==> src/inc/aowf_consts.vh <==
// Register map, field positions, reset values and timing counts
`ifndef AOWF_CONSTS_VH
`define AOWF_CONSTS_VH

// Byte offsets on the register bus
`define AOWF_ADR_FORMAT 8'h00
`define AOWF_ADR_RATE 8'h04
`define AOWF_ADR_STATUS 8'h08
`define AOWF_ADR_SCALE 8'h0C
`define AOWF_ADR_X_LO 8'h10
`define AOWF_ADR_X_HI 8'h14
`define AOWF_ADR_Y_LO 8'h18
`define AOWF_ADR_Y_HI 8'h1C
`define AOWF_ADR_Z_LO 8'h20
`define AOWF_ADR_Z_HI 8'h24

// Output format register fields
`define AOWF_FMT_RANGE_LO 0
`define AOWF_FMT_RANGE_HI 1
`define AOWF_FMT_LEFT_JUST 2
`define AOWF_FMT_FULL_RES 3
`define AOWF_FMT_SELF_TEST 7
`define AOWF_FMT_WR_MASK 8'h8F
`define AOWF_FMT_RESET 8'h00

// Range field codes
`define AOWF_RANGE_1G5 2'h0
`define AOWF_RANGE_3G 2'h1
`define AOWF_RANGE_6G 2'h2
`define AOWF_RANGE_12G 2'h3

// Output data rate field, low four bits of the rate register
`define AOWF_RATE_RESET 4'hA
`define AOWF_RATE_1600HZ 4'hE
`define AOWF_RATE_3200HZ 4'hF

// Status register fields
`define AOWF_ST_SETTLED 0
`define AOWF_ST_HIGH_RATE 1
`define AOWF_ST_LSB_FORCED 2
`define AOWF_ST_CNT_LO 4
`define AOWF_ST_CNT_HI 6

// Samples to wait after self-test is switched on
`define AOWF_SETTLE_SAMPLES 3'h4

// Full-resolution weight of one LSB, micro-g
`define AOWF_SCALE_UG_PER_LSB 16'h0B54

// Widths and justification geometry
`define AOWF_RAW_W 13
`define AOWF_WORD_W 16
`define AOWF_FIXED_W 4'hA
`define AOWF_LEFT_SHIFT_BASE 4'h6

`endif

==> src/rtl/aowf_axis_fmt.v <==
// One axis: raw sample to 16-bit justified output word
`timescale 1ns/1ps
`include "aowf_consts.vh"

module aowf_axis_fmt (
  input wire [12:0] raw_i,
  input wire [1:0] range_i,
  input wire full_res_i,
  input wire left_just_i,
  input wire force_lsb0_i,
  output wire [15:0] word_o
);

  wire signed [12:0] raw_s;
  wire signed [12:0] fixed_s;
  wire [12:0] value;
  wire [15:0] right_word;
  wire [3:0] left_shift;

  assign raw_s = raw_i;
  // Fixed mode keeps 10 bits, so its LSB weight grows with range
  assign fixed_s = raw_s >>> range_i;
  // Full resolution keeps one weight in every range
  assign value = full_res_i ? raw_i : fixed_s; // RULE8

  // Sign extension above the MSB when right justified
  assign right_word = {{3{value[12]}}, value[12:1],
                       value[0] & ~force_lsb0_i}; // RULE2 RULE11 RULE7

  // Left justified: MSB at bit 15, LSB at 6, 5, 4 or 3 of the low byte
  assign left_shift = full_res_i ?
    (`AOWF_LEFT_SHIFT_BASE - {2'b00, range_i}) :
    `AOWF_LEFT_SHIFT_BASE; // RULE3 RULE4

  assign word_o = left_just_i ? (right_word << left_shift) : right_word;

endmodule

==> src/rtl/aowf_top.v <==
// Axis output word formatter with classic Wishbone register slave
//
// Contract
// RULE1 - Top two rates, full-res or 1.5g: LSB zero
// RULE2 - Right justified: LSB at low byte bit 0
// RULE3 - Left justified 10-bit 1.5g: LSB bit 6
// RULE4 - Left full-res LSB: bits 6,5,4,3 by range
// RULE5 - Fixed 10-bit higher ranges keep a live LSB
// RULE6 - At 800 Hz or below LSB always live
// RULE7 - Right full-res: MSB moves, LSB stays put
// RULE8 - Full-res LSB has one fixed g weight
// RULE9 - Format bit 3 full-res, range code 3 12g
// RULE10 - Format bit 7 self-test, four samples settle
// RULE11 - 16-bit two's complement, low/high byte pair
`timescale 1ns/1ps
`include "aowf_consts.vh"

module aowf_top (
  input wire clk_i,
  input wire rst_i,
  input wire ce_i,
  // Classic Wishbone slave
  input wire cyc_i,
  input wire stb_i,
  input wire we_i,
  input wire [7:0] adr_i,
  input wire [3:0] sel_i,
  input wire [31:0] dat_i,
  output reg [31:0] dat_o,
  output reg ack_o,
  // Raw samples from the converter, same clock
  input wire sample_valid_i,
  input wire [12:0] sample_x_i,
  input wire [12:0] sample_y_i,
  input wire [12:0] sample_z_i,
  // Control to the sensing element, and sample_ready_o flagging a newly latched sample
  output wire self_test_o,
  output wire [3:0] rate_o,
  output reg sample_ready_o
);

  reg [7:0] format_reg;
  reg [3:0] rate_reg;
  reg [2:0] settle_cnt;
  reg [15:0] word_x;
  reg [15:0] word_y;
  reg [15:0] word_z;
  reg [31:0] next_dat;

  wire bus_req;
  wire wr_lane0;
  wire [1:0] range_sel;
  wire full_res;
  wire left_just;
  wire self_test;
  wire high_rate;
  wire force_lsb0;
  wire settled;
  wire [38:0] raw_bus;
  wire [47:0] word_bus;
  wire [7:0] status_val;
  wire hit_format;
  wire hit_rate;
  wire hit_status;
  wire hit_scale;
  wire hit_x_lo;
  wire hit_x_hi;
  wire hit_y_lo;
  wire hit_y_hi;
  wire hit_z_lo;
  wire hit_z_hi;

  // A new request only when no answer is outstanding
  assign bus_req = cyc_i & stb_i & ~ack_o;
  assign wr_lane0 = bus_req & we_i & sel_i[0];

  // Decoded once, so the write and read paths share one map
  assign hit_format = (adr_i == `AOWF_ADR_FORMAT);
  assign hit_rate = (adr_i == `AOWF_ADR_RATE);
  assign hit_status = (adr_i == `AOWF_ADR_STATUS);
  assign hit_scale = (adr_i == `AOWF_ADR_SCALE);
  assign hit_x_lo = (adr_i == `AOWF_ADR_X_LO);
  assign hit_x_hi = (adr_i == `AOWF_ADR_X_HI);
  assign hit_y_lo = (adr_i == `AOWF_ADR_Y_LO);
  assign hit_y_hi = (adr_i == `AOWF_ADR_Y_HI);
  assign hit_z_lo = (adr_i == `AOWF_ADR_Z_LO);
  assign hit_z_hi = (adr_i == `AOWF_ADR_Z_HI);

  assign range_sel = format_reg[`AOWF_FMT_RANGE_HI:`AOWF_FMT_RANGE_LO]; // RULE9
  assign full_res = format_reg[`AOWF_FMT_FULL_RES]; // RULE9
  assign left_just = format_reg[`AOWF_FMT_LEFT_JUST];
  assign self_test = format_reg[`AOWF_FMT_SELF_TEST]; // RULE10

  assign high_rate = (rate_reg == `AOWF_RATE_3200HZ) |
                     (rate_reg == `AOWF_RATE_1600HZ); // RULE6
  // Fixed mode above 1.5g drops bits by shifting, so its LSB stays live
  assign force_lsb0 = high_rate &
    (full_res | (range_sel == `AOWF_RANGE_1G5)); // RULE1 RULE5

  assign settled = self_test & (settle_cnt == `AOWF_SETTLE_SAMPLES); // RULE10

  assign self_test_o = self_test;
  assign rate_o = rate_reg;

  assign raw_bus = {sample_z_i, sample_y_i, sample_x_i};

  genvar g;
  generate
    for (g = 0; g < 3; g = g + 1) begin : g_axis
      aowf_axis_fmt u_fmt (
        .raw_i(raw_bus[g*13 +: 13]),
        .range_i(range_sel),
        .full_res_i(full_res),
        .left_just_i(left_just),
        .force_lsb0_i(force_lsb0),
        .word_o(word_bus[g*16 +: 16])
      );
    end
  endgenerate

  // Reserved status bits read zero
  assign status_val[7] = 1'b0;
  assign status_val[`AOWF_ST_CNT_HI:`AOWF_ST_CNT_LO] = settle_cnt;
  assign status_val[3] = 1'b0;
  assign status_val[`AOWF_ST_LSB_FORCED] = force_lsb0; // RULE1
  assign status_val[`AOWF_ST_HIGH_RATE] = high_rate;
  assign status_val[`AOWF_ST_SETTLED] = settled; // RULE10

  // Configuration registers, byte lane 0 only
  always @(posedge clk_i) begin
    if (rst_i) begin
      format_reg <= `AOWF_FMT_RESET;
      rate_reg <= `AOWF_RATE_RESET;
    end else if (ce_i) begin
      if (wr_lane0 && hit_format) begin
        format_reg <= dat_i[7:0] & `AOWF_FMT_WR_MASK; // RULE9 RULE10
      end
      if (wr_lane0 && hit_rate) begin
        rate_reg <= dat_i[3:0];
      end
    end
  end

  // Samples taken since self-test was switched on, held at the limit
  always @(posedge clk_i) begin
    if (rst_i) begin
      settle_cnt <= 3'h0;
    end else if (ce_i) begin
      if (!self_test) begin
        settle_cnt <= 3'h0;
      end else if (sample_valid_i && settle_cnt != `AOWF_SETTLE_SAMPLES) begin
        settle_cnt <= settle_cnt + 3'h1; // RULE10
      end
    end
  end

  // Output words latch on each sample; a format change shows on the next
  always @(posedge clk_i) begin
    if (rst_i) begin
      word_x <= 16'h0000;
      word_y <= 16'h0000;
      word_z <= 16'h0000;
      sample_ready_o <= 1'b0;
    end else if (ce_i) begin
      sample_ready_o <= sample_valid_i;
      if (sample_valid_i) begin
        word_x <= word_bus[15:0]; // RULE11
        word_y <= word_bus[31:16]; // RULE11
        word_z <= word_bus[47:32]; // RULE11
      end
    end
  end

  // Read multiplexer; unmapped offsets read zero and still answer
  always @* begin
    next_dat = 32'h0000_0000;
    if (hit_format) begin
      next_dat = {24'h00_0000, format_reg};
    end
    if (hit_rate) begin
      next_dat = {28'h000_0000, rate_reg};
    end
    if (hit_status) begin
      next_dat = {24'h00_0000, status_val};
    end
    if (hit_scale) begin
      next_dat = {16'h0000, `AOWF_SCALE_UG_PER_LSB}; // RULE8
    end
    if (hit_x_lo) begin
      next_dat = {24'h00_0000, word_x[7:0]}; // RULE11
    end
    if (hit_x_hi) begin
      next_dat = {24'h00_0000, word_x[15:8]}; // RULE11
    end
    if (hit_y_lo) begin
      next_dat = {24'h00_0000, word_y[7:0]};
    end
    if (hit_y_hi) begin
      next_dat = {24'h00_0000, word_y[15:8]};
    end
    if (hit_z_lo) begin
      next_dat = {24'h00_0000, word_z[7:0]};
    end
    if (hit_z_hi) begin
      next_dat = {24'h00_0000, word_z[15:8]};
    end
  end

  // One wait state: ack one edge after the request, dropped the next
  always @(posedge clk_i) begin
    if (rst_i) begin
      ack_o <= 1'b0;
      dat_o <= 32'h0000_0000;
    end else if (ce_i) begin
      ack_o <= bus_req;
      if (bus_req && !we_i) begin
        dat_o <= next_dat;
      end
    end
  end

endmodule
==> config.mk <==
export PLATFORM = sky130hd
export DESIGN_NAME = aowf_top
export DESIGN_NICKNAME = d
export VERILOG_FILES = /design/src/rtl/aowf_axis_fmt.v /design/src/rtl/aowf_top.v
export VERILOG_INCLUDE_DIRS = /design/src /design/src/inc
export SDC_FILE = /design/constraint.sdc
export NUM_CORES = 1
export LEC_CHECK = 0
export ABC_AREA = 1
export BUFFER_PORTS_ARGS = -buffer_cell sky130_fd_sc_hd__buf_4
export CAP_MARGIN = 30
export CORE_AREA = 2 2 107 109
export CTS_CLUSTER_SIZE = 20
export DETAILED_ROUTE_END_ITERATION = 12
export DIE_AREA = 0 0 109 111
export PLACE_DENSITY = 0.85
export SLEW_MARGIN = 10
export SYNTH_ARGS = -nofsm -noshare
export SYNTH_HDL_FRONTEND = slang
export SYNTH_SLANG_ARGS = --single-unit
==> constraint.sdc <==
create_clock -name clk_i -period 4.7 [get_ports clk_i]
set_input_delay 0.705 -clock clk_i [delete_from_list [all_inputs] [get_ports clk_i]]
set_output_delay 0.705 -clock clk_i [all_outputs]
set_load 0.02 [all_outputs]
==> results by group, run 1 <==
Setup path
  • Worst reg2reg path depth: 11
  • Worst setup path endpoint: word_z[8]
  • Worst R2R End: word_z[8]
  • Worst Setup SP: format_reg[0]
  • CP Data Required Time: 4.98 ns
  • Critical path arrival: 3.23 ns
  • Worst R2R Start: format_reg[0]
  • CP Launch Type: register
  • R2R Setup Slk: 1.76 ns
  • Critical path peak fanout: 60
  • Critical path class: reg -> reg
  • CP endpoint kind: register

Die
  • Die extent in y: 111 um
  • Die area: 12100 um2
  • # rows: 39
  • Top Ports: 129
  • Horiz. Die Dim: 109 um
  • Initial Util: 0.580
  • Core Footprint: 11100 um2

Place
  • Gp weighted congestion: 0.947
  • Dpl ws: 1.83 ns
  • Number of port buffers: 77
  • DP HPWL: 13.9 mm

Route
  • Routed wire length: 19.9 mm
  • Drt drc: 0
  • Routed vias: 7513
  • Initial DRT Pass Iterations: 6
  • Via/cell ratio: 5.81
  • DRT antenna net count: 0
  • WL/cell: 15.4 um
  • Initial drt markers: 698

Timing
  • Crit path time final: 2.94 ns
  • RSZ-0062 raised after global routing: no
  • Setup WS post-layout: 1.76 ns
  • Top achievable clock speed: 0.340 GHz
  • Final Hold Viols: 0
  • Max_slew headroom: 0.436
  • Setup-failing EPs final: 0
  • Period utilization: 0.626
  • Worst Max-Slew Pin Slew: 0.844 ns
  • Pins over their slew limit: 0
  • Clock Skew: 0.00824 ns
  • Hold slack: 0.462 ns
  • Post-Route Setup TNS: 0 ns

CTS
  • Clock Sink Count: 71
  • Setup bufs post-CTS: 0
  • Post-cts gate resize count: 0
  • Clk buf depth: 2
  • H-Tree Level Count: 3
  • CTS tree: yes
  • CTS clk-pin slew, worst paths: 0.06 ns
  • Clock Tree Root: clkbuf_16
  • Hold-fix buffers at CTS: 0
  • CTS buffer count: 9
  • Worst-skew pair later-pin latency: 0.34 ns

Layout
  • Final #Nets: 1239
  • Antenna diode count: 0
  • Share of cells above drive strength 1: 0.135
  • Post-layout util: 0.642
  • Filler instances: 1081
  • Top flop regs: word_x x16, word_y x16, word_z x16
  • Area growth from synthesis to layout: 10.7%

Status
  • Status: completed

Synth
  • Synth top cells by count: 368 x nand2_1, 105 x nand3_1, 92 x nor2_1
  • Synth area leader: dfxtp_1
  • Sequential share of the synthesized area: 0.221
  • Gate Count Post-Synth: 1118
  • Main area contributors after synthesis: dfxtp_1 22%, nand2_1 21%, nand3_1 8.2%
  • Post-synth EDFFs: 0
  • Ys async rst share: 0
  • Prevailing post-synth register cell: dfxtp_1
  • Netlist Area Pre-Place: 6430 um2
  • Syn. warnings: 0
  • Most frequent cell after synthesis: nand2_1
  • Distinct cells, synth: 42
  • Top-area cell type share of the netlist area: 0.221
  • Synth Register Bits: 71
  • Mean Syn Cell Area: 5.75 um2

GRT
  • First-pass GRT wire length: 32.3 mm
  • Largest net degree at the start of global routing: 61
  • Number of global-route vias before repair: 6821
  • Initial antenna violation count: 0
  • Total GRT Usage: 0.331
  • Remaining Overflow, GRT: 0

Power and ir drop
  • Max VDD drop: 0.000240 V
  • Tot Pwr: 1.65 mW
  • Pwr dens: 232 nW/um2
  • Static Leak: 3.33 nW

Min path
  • Class of the worst hold path: reg -> reg

Run
  • Max-cap violations: 0
[critical path: stages (launching register included)]
cell and delay (ns):
dfxtp_2 0.35, buf_4 0.52, nand2_4 0.47, inv_2 0.69
nand2_1 0.22, o21ai_1 0.14, nand2_1 0.06, nand2_1 0.11
nand2_1 0.06, nand3_1 0.11, nand2_1 0.06, inv_1 0.05
[cells by family after synthesis]
logic type | Yosys count | synth area share
AND/OR/NAND/NOR | 606 | 0.397
adder cells (fa/ha/maj) | 4 | 0.00779
flip-flops | 71 | 0.221
AO/OA/AOI/OAI | 249 | 0.228
buffers and inverters | 187 | 0.146
other | 1 | 0.000584
[where the power goes]
part	internal, mW	leakage, nW	switching [mW]
logic	0.100	2.59	0.168
clock network	0.466	0.154	0.265
registers	0.633	0.583	0.0197
[stage by stage]
stage | cell area [um2] | cells
global placement | 6750 | 1275
detailed placement | 6770 | 1276
finish | 7120 | 1293
floorplan | 6500 | 1138
CTS | 7090 | 1292
global route | 7120 | 1293
[worst min-delay path by stage]
stage / start / to / slack (ns) / cells after the start
5_1_grt: dat_o[3] / dat_o[3] / 0.49 / 2
3_3_place_gp: sample_ready_o / sample_ready_o / 0.46 / 2
4_1_cts: sample_ready_o / sample_ready_o / 0.46 / 2
6_report: sample_ready_o / sample_ready_o / 0.46 / 2
2_1_floorplan: word_y[15] / word_y[15] / 0.45 / 2
3_5_place_dp: sample_ready_o / sample_ready_o / 0.45 / 2
[per-layer routing]
metal | track usage | wire [um]
met5 | 0 | 0
met4 | 0.181 | 1040
met3 | 0.0558 | 1940
met2 | 0.528 | 9070
met1 | 0.419 | 7830
[cell usage in the layout, fill, tap and decap left out, drive strengths merged]
| cell | count |
|---|---|
| nand3 | 114 |
| bufinv | 2 |
| nor3 | 1 |
| buf | 87 |
| conb | 21 |
| and2 | 1 |
| ha | 4 |
| nand2 | 375 |
| o21bai | 1 |
| a22oi | 3 |
| or2 | 3 |
| a31oi | 10 |
| inv | 93 |
| a221oi | 1 |
| a21oi | 80 |
| o21a | 1 |
| a211oi | 3 |
| dfxtp | 71 |
| o2111ai | 1 |
| o21ai | 116 |
| nand3b | 4 |
| nor2 | 97 |
| o211ai | 30 |
| clkbuf | 11 |
| o22ai | 3 |
| clkinv | 6 |
| nand4 | 11 |
[layout make-up]
class,count,area (um2),share of cell area
Clock buffer,11,233,0.0327
Clock inverter,5,82.6,0.0116
Inverter,96,363,0.0510
Multi-Input combinational cell,880,4140,0.582
Sequential cell,71,1420,0.200
Tap cell,143,179,0.0251
Timing Repair Buffer,87,693,0.0974
Power figures use the tool's default switching activity.
==> run 2, diff against run 1 <==
--- a/config.mk
+++ b/config.mk
@@ -9,11 +9,11 @@
 export ABC_AREA = 1
 export BUFFER_PORTS_ARGS = -buffer_cell sky130_fd_sc_hd__buf_4
 export CAP_MARGIN = 30
-export CORE_AREA = 2 2 107 109
+export CORE_AREA = 2 2 116 118
 export CTS_CLUSTER_SIZE = 20
 export DETAILED_ROUTE_END_ITERATION = 12
-export DIE_AREA = 0 0 109 111
-export PLACE_DENSITY = 0.85
+export DIE_AREA = 0 0 118 120
+export PLACE_DENSITY = 0.76
 export SLEW_MARGIN = 10
 export SYNTH_ARGS = -nofsm -noshare
 export SYNTH_HDL_FRONTEND = slang
==> constraint.sdc (replaced) <==
create_clock -name clk_i -period 2.7 [get_ports clk_i]
set_input_delay 0.405 -clock clk_i [delete_from_list [all_inputs] [get_ports clk_i]]
set_output_delay 0.405 -clock clk_i [all_outputs]
set_load 0.02 [all_outputs]
==> run 2 against run 1 <==
  * Clock skew fell by 0.0044 ns
  * Wire length fell by 0.64%
  * Setup slack got worse by 1.4 ns
  * Critical path depth fell by 2
  * Critical endpoint is now word_y[6]
==> results by group, run 2 (synthesis results as in run 1) <==
Status
  • Status: completed (unchanged)

Timing
  • Setup-failing EPs final: 0 (unchanged)
  • Clock Skew: 0.00383 ns (was 0.00824 ns)
  • Final Hold Viols: 0 (unchanged)
  • Top achievable clock speed: 0.423 GHz (was 0.340 GHz)
  • Pins over their slew limit: 0 (unchanged)
  • Hold slack: 0.285 ns (was 0.462 ns)
  • Period utilization: 0.875 (was 0.626)
  • Max_slew headroom: 0.549 (was 0.436)
  • RSZ-0062 raised after global routing: no (unchanged)
  • Post-Route Setup TNS: 0 ns (unchanged)
  • Crit path time final: 2.36 ns (was 2.94 ns)
  • Worst Max-Slew Pin Slew: 0.677 ns (was 0.844 ns)

Setup path
  • CP top delay family: buffers and inverters (unchanged)
  • R2R Setup Slk: 0.34 ns (was 1.76 ns)
  • Worst R2R End: word_y[6] (was word_z[8])
  • Worst R2R Start: format_reg[0] (unchanged)
  • Critical path peak fanout: 60 (unchanged)
  • Slowest CP cell: buf_4 (was inv_2)
  • Critical path arrival: 2.59 ns (was 3.23 ns)
  • Critical path class: reg -> reg (unchanged)
  • CP Data Required Time: 2.93 ns (was 4.98 ns)
  • Critical Path, Cell by Cell: buf_4 -> ha_1 -> nand2_2 -> nand2_1 -> inv_2 -> nand3_1 -> nand3_1 -> nand2_1 -> inv_1 (was buf_4 -> nand2_4 -> inv_2 -> nand2_1 -> o21ai_1 -> nand2_1 -> nand2_1 -> nand2_1 -> nand3_1 -> nand2_1 -> inv_1)
  • Slowest stage delay, CP: 0.53 ns (was 0.69 ns)
  • Worst reg2reg path depth: 9 (was 11)
  • CP Buf/Inv Count: 3 (unchanged)
  • CP Launch Type: register (unchanged)
  • CP endpoint kind: register (unchanged)

Route
  • Routed vias: 7391 (was 7513)
  • Initial drt markers: 786 (was 698)
  • WL/cell: 14.8 um (was 15.4 um)
  • Routed wire length: 19.7 mm (was 19.9 mm)
  • Drt drc: 0 (unchanged)
  • DRT antenna net count: 0 (unchanged)
  • Via/cell ratio: 5.52 (was 5.81)
  • Initial DRT Pass Iterations: 5 (was 6)

Layout
  • Commonest non-fill, non-tap cell in the layout: nand2_1 (unchanged)
  • Post-layout util: 0.562 (was 0.642)
  • Final #Nets: 1251 (was 1239)
  • Top flop regs: word_x x16, word_y x16, word_z x16 (unchanged)
  • Antenna diode count: 0 (unchanged)
  • Most frequent cells in the layout: 368 x nand2_1, 105 x nand3_1, 96 x buf_4 (was 368 x nand2_1, 105 x nand3_1, 92 x nor2_1)
  • Share of cells above drive strength 1: 0.145 (was 0.135)
  • Area growth from synthesis to layout: 13.5% (was 10.7%)

Min path
  • Hold Path Depth: 3 (was 2)
  • Class of the worst hold path: in -> reg (was reg -> reg)
  • Hold wc startpoint: dat_i[3] (was sample_ready_o)
  • Hold Crit Endpoint: rate_o[3] (was sample_ready_o)

CTS
  • CTS clk-pin slew, worst paths: 0.06 ns (about the same)
  • Clock Sink Count: 71 (unchanged)
  • Worst-skew pair later-pin latency: 0.33 ns (was 0.34 ns)
  • CTS tree: yes (unchanged)
  • Clock Tree Root: clkbuf_16 (unchanged)
  • Hold-fix buffers at CTS: 0 (unchanged)
  • Post-cts gate resize count: 0 (unchanged)
  • Setup bufs post-CTS: 0 (unchanged)
  • Clk buf depth: 2 (unchanged)
  • CTS buffer count: 9 (unchanged)
  • H-Tree Level Count: 3 (unchanged)

Power and ir drop
  • Max VDD drop: 0.000388 V (was 0.000240 V)
  • Pwr dens: 415 nW/um2 (was 232 nW/um2)
  • Static Leak: 3.41 nW (was 3.33 nW)

GRT
  • Remaining Overflow, GRT: 0 (unchanged)
  • First-pass GRT wire length: 32.4 mm (was 32.3 mm)
  • Number of global-route vias before repair: 6587 (was 6821)
  • Total GRT Usage: 0.279 (was 0.331)
  • Initial antenna violation count: 0 (unchanged)
  • Largest net degree at the start of global routing: 61 (unchanged)

Die
  • # rows: 42 (was 39)
  • Top Ports: 129 (unchanged)
  • Initial Util: 0.495 (was 0.580)
  • Horiz. Die Dim: 118 um (was 109 um)
  • Die area: 14200 um2 (was 12100 um2)
  • Core Footprint: 13000 um2 (was 11100 um2)
  • Die extent in y: 120 um (was 111 um)

Run
  • Max-cap violations: 0 (unchanged)

Place
  • DP HPWL: 14.3 mm (was 13.9 mm)
  • Gp weighted congestion: 0.934 (was 0.947)
  • Number of port buffers: 77 (unchanged)
## run 2: cell types whose count changed in the layout (fill, tap and decap cells not counted), sizes merged
cell / delta
clkinv: -3
bufinv: +1
inv: +1
clkbuf: +1
buf: +12
## run 2: layout make-up
type                       count  area (um2)
fill                        1372        5690
multi-input combinational    880        4140
sequential                    71        1420
timing repair buffer          99         781
inverter                      96         363
clock buffer                  12         267
tap                          176         220
clock inverter                 4        98.8
## run 2: worst min-delay path: stages
cell and delay (ns):
buf_4 0.09, nand2_1 0.04, nand3_1 0.05
## run 2: per-stage QoR
stage               setup WS [ns]  area (um2)  power [mW]  instances
floorplan                   0.705        6500        1.46       1138
global placement            0.433        6930        1.60       1322
detailed placement          0.394        6930        1.61       1322
CTS                         0.381        7290        3.03       1338
global route                0.173        7290        3.14       1338
finish                      0.338        7290        3.03       1338
## run 2: how the worst max path moves through the flow
| stage | start | endpoint | slack, ns | depth (start not counted) |
|---|---|---|---|---|
| after floorplan | format_reg[1] | word_z[7] | 0.71 | 13 |
| after global placement | format_reg[0] | word_x[6] | 0.43 | 9 |
| after detailed placement | format_reg[0] | word_x[6] | 0.39 | 9 |
| after CTS | format_reg[0] | word_x[6] | 0.38 | 9 |
| after global routing | format_reg[0] | word_y[6] | 0.17 | 9 |
| final | format_reg[0] | word_y[6] | 0.34 | 9 |
## run 2: power breakdown
part | switching, mW | total [mW] | internal (mW)
combinational | 0.291 | 0.466 | 0.175
sequential | 0.0283 | 1.13 | 1.10
clock | 0.449 | 1.43 | 0.981
## run 2: per-layer routing
layer / vias up / GRT usage / part of all wire
met5: - / 0 / 0
met4: 0 / 0.120 / 0.042
met3: 59 / 0.0442 / 0.054
met2: 270 / 0.473 / 0.48
met1: 3363 / 0.352 / 0.43
li1: 3699 / - / -
